### src/inc/ofjm_pkg.sv
// Constants, types and register map of the original feeder jam monitor
package ofjm_pkg;

    // Clock and millisecond tick
    localparam int unsigned CLK_FREQ_HZ = 250_000_000;
    localparam int unsigned TICK_PERIOD_MS = 1;
    localparam int unsigned TICK_CYCLES = CLK_FREQ_HZ / 1000 * TICK_PERIOD_MS;
    localparam int DIV_W = 18;

    // Supervision limits in milliseconds
    localparam int LIM_W = 12;
    localparam logic [11:0] T_REG_TS1_MS = 12'd1774;
    localparam logic [11:0] T_REG_TS2_MS = 12'd1014;
    localparam logic [11:0] T_FEED_CLEAR_MS = 12'd2084;
    localparam logic [11:0] T_TS1_OFF_MS = 12'd1416;
    localparam logic [11:0] T_TS2_OFF_MS = 12'd656;
    localparam logic [11:0] T_SB_TRAY_MS = 12'd2318;
    localparam logic [11:0] T_SB_REG_MS = 12'd935;
    localparam logic [11:0] T_EJECT_MS = 12'd1705;
    localparam logic [11:0] T_SB_EJECT_MS = 12'd841;
    localparam logic [2:0] RETRY_MAX = 3'd5;

    // Jam codes
    localparam logic [7:0] JAM_REG = 8'd73;
    localparam logic [7:0] JAM_FEED = 8'd74;
    localparam logic [7:0] JAM_CONVEY = 8'd75;
    localparam logic [7:0] JAM_SB1 = 8'd76;
    localparam logic [7:0] JAM_SB2 = 8'd77;
    localparam logic [7:0] JAM_COVER = 8'd78;
    localparam logic [7:0] JAM_EJECT = 8'd79;

    // Sensor vector positions
    localparam int N_SENS = 7;
    localparam int S_FEED = 0;
    localparam int S_REG = 1;
    localparam int S_TS1 = 2;
    localparam int S_TS2 = 3;
    localparam int S_SBT = 4;
    localparam int S_EJECT = 5;
    localparam int S_COVER = 6;

    // Timer indexes
    localparam int N_TMR = 7;
    localparam int T_REG_TS = 0;
    localparam int T_FEED_CLR = 1;
    localparam int T_TS_OFF = 2;
    localparam int T_SBT = 3;
    localparam int T_SB_REG = 4;
    localparam int T_EJ_ON = 5;
    localparam int T_EJ_OFF = 6;
    localparam int INIT_W = 2;
    localparam logic [1:0] INIT_DONE = 2'h3;

    // Register map (byte addresses)
    localparam int ADDR_W = 8;
    localparam logic [7:0] REG_CTRL = 8'h00;
    localparam logic [7:0] REG_CMD = 8'h04;
    localparam logic [7:0] REG_STATUS = 8'h08;
    localparam logic [7:0] REG_SENSORS = 8'h0C;
    localparam int CTRL_FEEDING = 0;
    localparam int CTRL_MODE_LSB = 1;
    localparam int CMD_ACK = 0;
    localparam int ST_JAM = 0;
    localparam int ST_BUSY = 1;
    localparam int ST_CODE_LSB = 8;
    localparam int ST_RETRY_LSB = 16;
    localparam logic [1:0] RESP_OKAY = 2'h0;
    localparam logic [1:0] RESP_SLVERR = 2'h2;

    typedef enum logic [1:0] {OFJM_SINGLE, OFJM_DUPLEX_SB, OFJM_DUAL} ofjm_mode_t;

    // Jam report carried to the outputs
    typedef struct packed {
        logic jam;
        logic [7:0] code;
        logic retry;
    } ofjm_report_t;

endpackage

### src/core/ofjm_monitor.sv
// Jam monitor for the original feeder paper path, with an AXI4-Lite register slave
//
// Contract
// (RL1) Single/duplex: timing sensor 1 must rise within 1774 ms of registration rise, else 73.
// (RL2) Dual: timing sensor 2 must rise within 1014 ms of registration rise, else 73.
// (RL3) Registration-to-timing misses are retried five times before jam 73 is reported.
// (RL4) Feed and registration sensors must clear within 2084 ms of timing 1 rise, else 74.
// (RL5) Previous scan still busy when timing sensor 1 rises gives jam 74.
// (RL6) Single/duplex: timing 1 must fall within 1416 ms of registration fall, else 75.
// (RL7) Dual: timing 2 must fall within 656 ms of registration fall, else 75.
// (RL8) Duplex: switchback tray sensor must rise within 2318 ms of timing 1 rise, else 76.
// (RL9) Duplex: registration must rise within 935 ms of switchback start, else 77.
// (RL10) Feeder or top cover open while feeding gives jam 78.
// (RL11) Feed, registration or either timing sensor occupied at power-up or feed start gives jam 78.
// (RL12) Single/dual: eject must rise within 1705 ms of timing 1 rise, else 79.
// (RL13) Duplex: eject must rise within 841 ms of switchback eject start, else 79.
// (RL14) Single/dual: eject must fall within 1705 ms of timing 1 fall, else 79.
// (RL15) Timers arm on trigger edge, count millisecond ticks, cancel on expected edge (feed clear and timing fall cancel on level).
// (RL16) A jam latches its code and flag until reset or acknowledge.
module ofjm_monitor #(
    parameter int unsigned TICK_CYCLES = ofjm_pkg::TICK_CYCLES
) (
    // Clock and reset
    input wire logic CLK_IN,
    input wire logic RST_IN,
    // Paper path switches and cover interlock (asynchronous pins)
    input wire logic FEED_SENSOR_IN,
    input wire logic REG_SENSOR_IN,
    input wire logic TIMING1_SENSOR_IN,
    input wire logic TIMING2_SENSOR_IN,
    input wire logic SB_TRAY_SENSOR_IN,
    input wire logic EJECT_SENSOR_IN,
    input wire logic COVER_OPEN_IN,
    // Feeder sequencer events (same clock)
    input wire logic SCAN_BUSY_IN,
    input wire logic SB_START_IN,
    input wire logic SB_EJECT_START_IN,
    // Jam report
    output logic JAM_OUT,
    output logic [7:0] JAM_CODE_OUT,
    output logic RETRY_OUT,
    // AXI4-Lite write address
    input wire logic AWVALID,
    output logic AWREADY,
    input wire logic [7:0] AWADDR,
    input wire logic [2:0] AWPROT,
    // AXI4-Lite write data
    input wire logic WVALID,
    output logic WREADY,
    input wire logic [31:0] WDATA,
    input wire logic [3:0] WSTRB,
    // AXI4-Lite write response
    output logic BVALID,
    input wire logic BREADY,
    output logic [1:0] BRESP,
    // AXI4-Lite read address
    input wire logic ARVALID,
    output logic ARREADY,
    input wire logic [7:0] ARADDR,
    input wire logic [2:0] ARPROT,
    // AXI4-Lite read data
    output logic RVALID,
    input wire logic RREADY,
    output logic [31:0] RDATA,
    output logic [1:0] RRESP
);

    typedef struct packed {
        logic [6:0] sync1;
        logic [6:0] sync2;
        logic [6:0] prev;
        logic [17:0] div;
        logic tick;
        logic [6:0] act;
        logic [6:0][11:0] cnt;
        ofjm_pkg::ofjm_report_t rep;
        logic [2:0] retries;
        logic feeding;
        logic [1:0] mode;
        logic feed_prev;
        logic [1:0] init;
        logic aw_got;
        logic [7:0] awaddr;
        logic w_got;
        logic [31:0] wdata;
        logic [3:0] wstrb;
        logic bvalid;
        logic [1:0] bresp;
        logic rvalid;
        logic [31:0] rdata;
        logic [1:0] rresp;
    } ofjm_state_t;

    localparam logic [17:0] TICK_LAST = 18'(TICK_CYCLES - 1);

    ofjm_state_t q;
    ofjm_state_t n;
    logic [6:0] sens, rise, fall, arm, cancel, expire;
    logic [6:0][11:0] lim;
    logic [6:0][7:0] tcode;
    logic dual, duplex, run, set_jam, occupied, wr_fire;
    logic [7:0] set_code, wa, ra;

    assign sens = {COVER_OPEN_IN, EJECT_SENSOR_IN, SB_TRAY_SENSOR_IN, TIMING2_SENSOR_IN,
        TIMING1_SENSOR_IN, REG_SENSOR_IN, FEED_SENSOR_IN};

    // Ready outputs are combinational, valid and data outputs registered
    assign AWREADY = !q.aw_got && !q.bvalid;
    assign WREADY = !q.w_got && !q.bvalid;
    assign ARREADY = !q.rvalid;
    assign BVALID = q.bvalid;
    assign BRESP = q.bresp;
    assign RVALID = q.rvalid;
    assign RDATA = q.rdata;
    assign RRESP = q.rresp;
    assign JAM_OUT = q.rep.jam;
    assign JAM_CODE_OUT = q.rep.code;
    assign RETRY_OUT = q.rep.retry;

    //////////////////////////////////////////////////////////////////////////////////////////
    always_comb
    begin
        n = q;
        arm = '0;
        cancel = '0;
        expire = '0;
        lim = '0;
        tcode = '0;
        set_jam = 1'b0;
        set_code = '0;
        wa = '0;
        ra = '0;
        wr_fire = 1'b0;

        // Pins pass two flops; the third stage is the edge reference
        n.sync1 = sens;
        n.sync2 = q.sync1;
        n.prev = q.sync2;
        rise = q.sync2 & ~q.prev;
        fall = ~q.sync2 & q.prev;
        dual = (q.mode == ofjm_pkg::OFJM_DUAL);
        duplex = (q.mode == ofjm_pkg::OFJM_DUPLEX_SB);
        occupied = q.sync2[ofjm_pkg::S_FEED] | q.sync2[ofjm_pkg::S_REG]
            | q.sync2[ofjm_pkg::S_TS1] | q.sync2[ofjm_pkg::S_TS2];

        // Millisecond tick
        n.tick = (q.div == TICK_LAST); // RL15
        n.div = n.tick ? '0 : q.div + 18'h00001;

        // Trigger and expected edges per timer, limits per mode
        arm[ofjm_pkg::T_REG_TS] = rise[ofjm_pkg::S_REG]; // RL1
        cancel[ofjm_pkg::T_REG_TS] = dual ? rise[ofjm_pkg::S_TS2] : rise[ofjm_pkg::S_TS1]; // RL2
        lim[ofjm_pkg::T_REG_TS] = dual ? ofjm_pkg::T_REG_TS2_MS : ofjm_pkg::T_REG_TS1_MS; // RL1
        tcode[ofjm_pkg::T_REG_TS] = ofjm_pkg::JAM_REG;

        arm[ofjm_pkg::T_FEED_CLR] = rise[ofjm_pkg::S_TS1]; // RL4
        cancel[ofjm_pkg::T_FEED_CLR] = !q.sync2[ofjm_pkg::S_FEED] && !q.sync2[ofjm_pkg::S_REG];
        lim[ofjm_pkg::T_FEED_CLR] = ofjm_pkg::T_FEED_CLEAR_MS;
        tcode[ofjm_pkg::T_FEED_CLR] = ofjm_pkg::JAM_FEED;
        // Level cancel: a sheet short of the sensor is the arrival check's case
        arm[ofjm_pkg::T_TS_OFF] = fall[ofjm_pkg::S_REG]; // RL6
        cancel[ofjm_pkg::T_TS_OFF] = !(dual ? q.sync2[ofjm_pkg::S_TS2] : q.sync2[ofjm_pkg::S_TS1]);
        lim[ofjm_pkg::T_TS_OFF] = dual ? ofjm_pkg::T_TS2_OFF_MS : ofjm_pkg::T_TS1_OFF_MS; // RL7
        tcode[ofjm_pkg::T_TS_OFF] = ofjm_pkg::JAM_CONVEY;
        arm[ofjm_pkg::T_SBT] = duplex && rise[ofjm_pkg::S_TS1]; // RL8
        cancel[ofjm_pkg::T_SBT] = rise[ofjm_pkg::S_SBT];
        lim[ofjm_pkg::T_SBT] = ofjm_pkg::T_SB_TRAY_MS;
        tcode[ofjm_pkg::T_SBT] = ofjm_pkg::JAM_SB1;
        arm[ofjm_pkg::T_SB_REG] = duplex && SB_START_IN; // RL9
        cancel[ofjm_pkg::T_SB_REG] = rise[ofjm_pkg::S_REG];
        lim[ofjm_pkg::T_SB_REG] = ofjm_pkg::T_SB_REG_MS;
        tcode[ofjm_pkg::T_SB_REG] = ofjm_pkg::JAM_SB2;

        arm[ofjm_pkg::T_EJ_ON] = duplex ? SB_EJECT_START_IN : rise[ofjm_pkg::S_TS1]; // RL12 RL13
        cancel[ofjm_pkg::T_EJ_ON] = rise[ofjm_pkg::S_EJECT];
        lim[ofjm_pkg::T_EJ_ON] = duplex ? ofjm_pkg::T_SB_EJECT_MS : ofjm_pkg::T_EJECT_MS; // RL13
        tcode[ofjm_pkg::T_EJ_ON] = ofjm_pkg::JAM_EJECT;

        arm[ofjm_pkg::T_EJ_OFF] = !duplex && fall[ofjm_pkg::S_TS1]; // RL14
        cancel[ofjm_pkg::T_EJ_OFF] = fall[ofjm_pkg::S_EJECT];
        lim[ofjm_pkg::T_EJ_OFF] = ofjm_pkg::T_EJECT_MS;
        tcode[ofjm_pkg::T_EJ_OFF] = ofjm_pkg::JAM_EJECT;

        // Timers only supervise an unjammed feed; a jam stops the whole path
        run = q.feeding && !q.rep.jam;
        for (int i = 0; i < ofjm_pkg::N_TMR; i++)
        begin
            if (!run || cancel[i])
            begin
                n.act[i] = 1'b0; // RL15
            end
            else if (arm[i])
            begin
                n.act[i] = 1'b1; // RL15
                n.cnt[i] = '0;
            end
            else if (q.act[i] && q.tick)
            begin
                expire[i] = (q.cnt[i] == lim[i] - 12'h001); // RL15
                n.act[i] = !expire[i];
                n.cnt[i] = q.cnt[i] + 12'h001;
            end
        end

        // Registration misses retry before reporting
        n.rep.retry = 1'b0;
        if (run && cancel[ofjm_pkg::T_REG_TS] && q.act[ofjm_pkg::T_REG_TS])
        begin
            n.retries = '0;
        end
        if (expire[ofjm_pkg::T_REG_TS])
        begin
            if (q.retries == ofjm_pkg::RETRY_MAX)
            begin
                set_jam = 1'b1; // RL3
                set_code = ofjm_pkg::JAM_REG;
            end
            else
            begin
                n.retries = q.retries + 3'h1; // RL3
                n.rep.retry = 1'b1;
            end
        end

        // Lowest timer index above 0 wins when several expire together; registration timer 0 loses to any of them
        for (int i = ofjm_pkg::N_TMR - 1; i > 0; i--)
        begin
            if (expire[i])
            begin
                set_jam = 1'b1;
                set_code = tcode[i];
            end
        end
        if (run && rise[ofjm_pkg::S_TS1] && SCAN_BUSY_IN)
        begin
            set_jam = 1'b1; // RL5
            set_code = ofjm_pkg::JAM_FEED;
        end
        if (run && q.sync2[ofjm_pkg::S_COVER])
        begin
            set_jam = 1'b1; // RL10
            set_code = ofjm_pkg::JAM_COVER;
        end

        // Power-up check waits until the synchronisers hold real pin levels
        if (q.init != ofjm_pkg::INIT_DONE)
        begin
            n.init = q.init + 2'h1;
        end
        n.feed_prev = q.feeding;
        if (occupied && ((q.init == ofjm_pkg::INIT_DONE - 2'h1)
            || (q.feeding && !q.feed_prev)))
        begin
            set_jam = 1'b1; // RL11
            set_code = ofjm_pkg::JAM_COVER;
        end
        if (q.feeding && !q.feed_prev)
        begin
            n.retries = '0;
        end

        //////////////////////////////////////////////////////////////////////////////////////
        // AXI4-Lite write path: address and data in either order
        if (AWVALID && AWREADY)
        begin
            n.aw_got = 1'b1;
            n.awaddr = AWADDR;
        end
        if (WVALID && WREADY)
        begin
            n.w_got = 1'b1;
            n.wdata = WDATA;
            n.wstrb = WSTRB;
        end
        if (q.aw_got && q.w_got)
        begin
            wr_fire = 1'b1;
            n.aw_got = 1'b0;
            n.w_got = 1'b0;
            n.bvalid = 1'b1;
            n.bresp = ofjm_pkg::RESP_OKAY;
            wa = {q.awaddr[7:2], 2'h0};
            if (wa == ofjm_pkg::REG_CTRL)
            begin
                if (q.wstrb[0])
                begin
                    n.feeding = q.wdata[ofjm_pkg::CTRL_FEEDING];
                    n.mode = q.wdata[ofjm_pkg::CTRL_MODE_LSB +: 2];
                end
            end
            else if (wa == ofjm_pkg::REG_CMD)
            begin
                if (q.wstrb[0] && q.wdata[ofjm_pkg::CMD_ACK])
                begin
                    n.rep.jam = 1'b0; // RL16
                    n.rep.code = '0;
                    n.retries = '0;
                end
            end
            else if (wa != ofjm_pkg::REG_STATUS && wa != ofjm_pkg::REG_SENSORS)
            begin
                n.bresp = ofjm_pkg::RESP_SLVERR;
            end
        end
        if (q.bvalid && BREADY)
        begin
            n.bvalid = 1'b0;
        end

        // Read path: one cycle from address to data
        if (ARVALID && ARREADY)
        begin
            ra = {ARADDR[7:2], 2'h0};
            n.rvalid = 1'b1;
            n.rdata = '0;
            n.rresp = ofjm_pkg::RESP_OKAY;
            case (ra)
                ofjm_pkg::REG_CTRL:
                begin
                    n.rdata[ofjm_pkg::CTRL_FEEDING] = q.feeding;
                    n.rdata[ofjm_pkg::CTRL_MODE_LSB +: 2] = q.mode;
                end
                ofjm_pkg::REG_CMD: n.rdata = '0;
                ofjm_pkg::REG_STATUS:
                begin
                    n.rdata[ofjm_pkg::ST_JAM] = q.rep.jam;
                    n.rdata[ofjm_pkg::ST_BUSY] = |q.act;
                    n.rdata[ofjm_pkg::ST_CODE_LSB +: 8] = q.rep.code;
                    n.rdata[ofjm_pkg::ST_RETRY_LSB +: 3] = q.retries;
                end
                ofjm_pkg::REG_SENSORS:
                begin
                    n.rdata[ofjm_pkg::N_SENS - 1:0] = q.sync2;
                end
                default:
                begin
                    n.rresp = ofjm_pkg::RESP_SLVERR;
                end
            endcase
        end
        else if (q.rvalid && RREADY)
        begin
            n.rvalid = 1'b0;
        end

        // First jam is kept; a new jam beats a same-cycle acknowledge
        if (set_jam && !n.rep.jam)
        begin
            n.rep.jam = 1'b1; // RL16
            n.rep.code = set_code;
        end
    end

    //////////////////////////////////////////////////////////////////////////////////////////
    always_ff @(posedge CLK_IN)
    begin
        if (RST_IN)
        begin
            q <= '0;
        end
        else
        begin
            q <= n;
        end
    end

endmodule

### config.mk
export PLATFORM = sky130hd
export DESIGN_NAME = ofjm_monitor
export DESIGN_NICKNAME = d
export VERILOG_FILES = /design/src/inc/ofjm_pkg.sv /design/src/core/ofjm_monitor.sv
export SDC_FILE = /design/constraint.sdc
export NUM_CORES = 1
export LEC_CHECK = 0
export ABC_AREA = 1
export BUFFER_PORTS_ARGS = -buffer_cell sky130_fd_sc_hd__buf_2
export CAP_MARGIN = 20
export CORE_MARGIN = 2
export CORE_UTILIZATION = 52
export CTS_CLUSTER_SIZE = 16
export DETAILED_ROUTE_END_ITERATION = 16
export PLACE_DENSITY = 0.76
export SLEW_MARGIN = 0
export SYNTH_ARGS = -nofsm -noshare
export SYNTH_HDL_FRONTEND = slang
export SYNTH_SLANG_ARGS = --single-unit
### constraint.sdc
create_clock -name CLK_IN -period 1.8 [get_ports CLK_IN]
set_input_delay 0.36 -clock CLK_IN [delete_from_list [all_inputs] [get_ports CLK_IN]]
set_output_delay 0.36 -clock CLK_IN [all_outputs]
set_load 0.01 [all_outputs]
==> impl_metrics.py <==
metrics = {
    "place": {
        "dpl-instance-area_sq_um": 9550,
        "portBuffers": 64,
        "globalplace.congestion": 0.894,
        "hpwl_um": 13800,
        "dpl_worst_slack_ns": -0.0276,
    },
    "flow_run": {
        "maxCapViolations": 0,
    },
    "synth": {
        "netlist_area_sq_um": 8800,
        "yosys.cell_types.count": 53,
        "syn_avg_cell_area_sq_um": 7.19,
        "synth_edf_count": 0,
        "async_flop_share": 0,
        "yosysMostFrequentCell": "nand2_1",
        "synth-simple-area-share": 0.311,
        "yosys.area.top_type": "dfxtp_1",
        "synth_top_area_frac": 0.398,
        "synthAdderAreaFrac": 0.0242,
        "yosys-mux-area-fraction": 0,
        "netlist_top_cells_count": "203 x nand2_1, 175 x dfxtp_1, 171 x inv_1",
        "syn_inst": 1223,
        "synth_top_family_by_area": "simple AND/OR/NAND/NOR gates",
        "synth_compound_area_frac": 0.129,
        "synth_xor_area_frac": 0.0139,
        "dominantRegCellSynth": "dfxtp_1",
        "synthTopCellsByArea": "dfxtp_1 40%, nand2_1 8.7%, inv_1 7.3%",
        "ys_ff_latch": 175,
        "yosysSeqAreaShare": 0.398,
        "ys_warn_count": 0,
    },
    "routing": {
        "via_per_inst": 5.09,
        "dr_total_vias": 8136,
        "avgRoutedWirePerCell_um": 12.6,
        "final_antenna_net_count": 0,
        "dr.pass1.iters": 5,
        "drc": 0,
        "wl_um": 20200,
        "drt_iter0_markers": 528,
    },
    "timing": {
        "finalSetupViolations": 0,
        "skew_ns": 0.0103,
        "finalCritPeriodShare": 0.974,
        "postLayoutSetupSlackWorst_ns": 0.0468,
        "fin_crit_ns": 1.75,
        "final_hold_viol_count": 0,
        "slew_viol_final": 0,
        "rsz0062_at_grt": "true",
        "max_freq_ghz": 0.570,
    },
    "clock_tree": {
        "clk_latency_ns": 0.44,
        "cts_sinks": 175,
        "htreeDepth": 4,
        "clockBufferDepth": 2,
        "cts-root-buf": "clkbuf_16",
        "cts.clk_slew.worst_paths_ns": 0.07,
        "cts_hold_buf": 0,
        "cts_tree": "done",
        "cts-buffers-inserted": 17,
    },
    "grt": {
        "grt_usage": 0.220,
        "grt_max_degree": 46,
        "grt_overflow": 0,
        "grt_pass1_wl_um": 32400,
        "antenna_found_initial": 0,
        "grt_pass1_vias": 7274,
    },
    "power": {
        "power_leakage_nw": 4.50,
        "cellPowerDensity_nw_per_um2": 757,
        "ir_drop_v": 0.000738,
    },
    "floorplan": {
        "die_y_um": 134,
        "die-area_sq_um": 18000,
        "start_util": 0.530,
        "ioPinCount": 126,
        "rows": 47,
        "die_x_um": 134,
        "fp.coreArea_sq_um": 16600,
    },
    "critical_path": {
        "crit_required_ns": 2.13,
        "worstPathArrival_ns": 2.09,
        "cp_max_fo": 3,
        "end_kind": "flop",
        "crit_type": "flop to flop",
        "critPathLaunchType": "flop",
    },
    "layout": {
        "n_antenna_cell": 0,
        "drive_gt1_frac": 0.257,
        "nNetsFinal": 1459,
        "fin_area_sq_um": 10900,
        "area_delta_synth_final_pct": 23.8,
    },
    "status": {
        "outcome": "complete, no violations",
    },
    "hold_path": {
        "hold_class": "primary input to flop",
    },
}
## flip-flops by register name, indices dropped and copies added, names as in the netlist
| signal | flops |
|---|---|
| RRESP | 1 |
| RVALID | 1 |
| BRESP | 1 |
| BVALID | 1 |
| RDATA | 15 |
| RETRY_OUT | 1 |
| q | 135 |
| JAM_OUT | 1 |
| n | 15 |
| JAM_CODE_OUT | 4 |
## kinds of logic after synthesis
group	after synthesis
xor+xnor	14
flops	175
fa+ha+maj	17
buf+inv	245
compound gates	202
other cells	1
simple gates	569
## cell type report
| type | instances | area (sq um) |
|---|---|---|
| Fill cell | 1335 | 5690 |
| Multi-Input combinational cell | 822 | 4650 |
| Sequential cell | 175 | 3540 |
| Timing Repair Buffer | 165 | 1110 |
| Inverter | 186 | 716 |
| Clock buffer | 21 | 460 |
| Tap cell | 220 | 275 |
| Clock inverter | 11 | 133 |
## cells in the final DEF (no fill, tap or decap), types with 14 or more instances in the layout
master / count
nand2_1: 191
inv_1: 165
dfxtp_1: 155
nor2_1: 139
a21oi_1: 98
buf_4: 96
buf_2: 64
o21ai_0: 61
nor3_1: 46
nand3_1: 45
nor2_4: 21
nand4_1: 19
conb_1: 19
clkbuf_16: 17
nor2_2: 16
nand3_2: 15
dfxtp_2: 15
nand2_2: 14
## repair_timing
| item | in CTS | in global routing |
|---|---|---|
| resized for setup | 10 | 115 |
| gates cloned | 0 | 1 |
| buffers inserted | 13 | 29 |
| setup endpoints to repair | 18 | 64 |
| pin swaps | 5 | 50 |
## power breakdown
part | internal, mW | leakage (nW) | switching (mW) | total (mW)
logic | 0.196 | 2.80 | 0.323 | 0.519
clock network | 2.13 | 0.273 | 1.57 | 3.70
registers | 3.96 | 1.43 | 0.0723 | 4.03
## worst paths after layout
| kind | start | endpoint | slack, ns | cells after the start |
|---|---|---|---|---|
| worst max-delay path | q[196]$_SDFF_PP0_ | q[205]$_SDFF_PP0_ | 0.05 | 14 |
| worst min-delay path | BREADY | BVALID$_SDFFE_PP0P_ | 0.1 | 2 |
| worst max register to register | q[196]$_SDFF_PP0_ | q[205]$_SDFF_PP0_ | 0.05 | 14 |
| worst min register to register | n[223]$_SDFF_PP0_ | n[216]$_SDFF_PP0_ | 0.40 | 2 |
## per-layer routing
layer	vias to the layer above	track usage	wire [um]
met5	-	0	0
met4	0	0.0871	439
met3	40	0.0393	1080
met2	239	0.366	9680
met1	3682	0.284	9020
li1	4175	-	-
## stage by stage
| step | TNS, ns | hold slack, ns | util | instances | power, mW |
|---|---|---|---|---|---|
| 5_1_grt | -0.651 | 0.0968 | 0.657 | 1600 | 8.54 |
| 3_5_place_dp | -0.0612 | 0.396 | 0.576 | 1526 | 4.59 |
| 4_1_cts | -0.0000229 | 0.0858 | 0.619 | 1571 | 8.27 |
| 3_3_place_gp | 0 | 0.389 | 0.576 | 1526 | 4.58 |
| 2_1_floorplan | 0 | 0.388 | - | 1241 | 4.47 |
| 6_report | 0 | 0.0978 | 0.657 | 1600 | 8.25 |
## critical path, cell delays in order (launching register included)
cell,delay (ns)
dfxtp_2,0.36
ha_4,0.14
nand2_2,0.04
inv_2,0.07
nand2_4,0.06
nor2_4,0.11
nand2_2,0.06
nor2_2,0.11
nand2_1,0.10
nor2_2,0.13
buf_4,0.12
buf_4,0.09
buf_4,0.10
a21oi_2,0.05
o21a_1,0.10
Note: power is estimated with default switching activity, not from simulation.
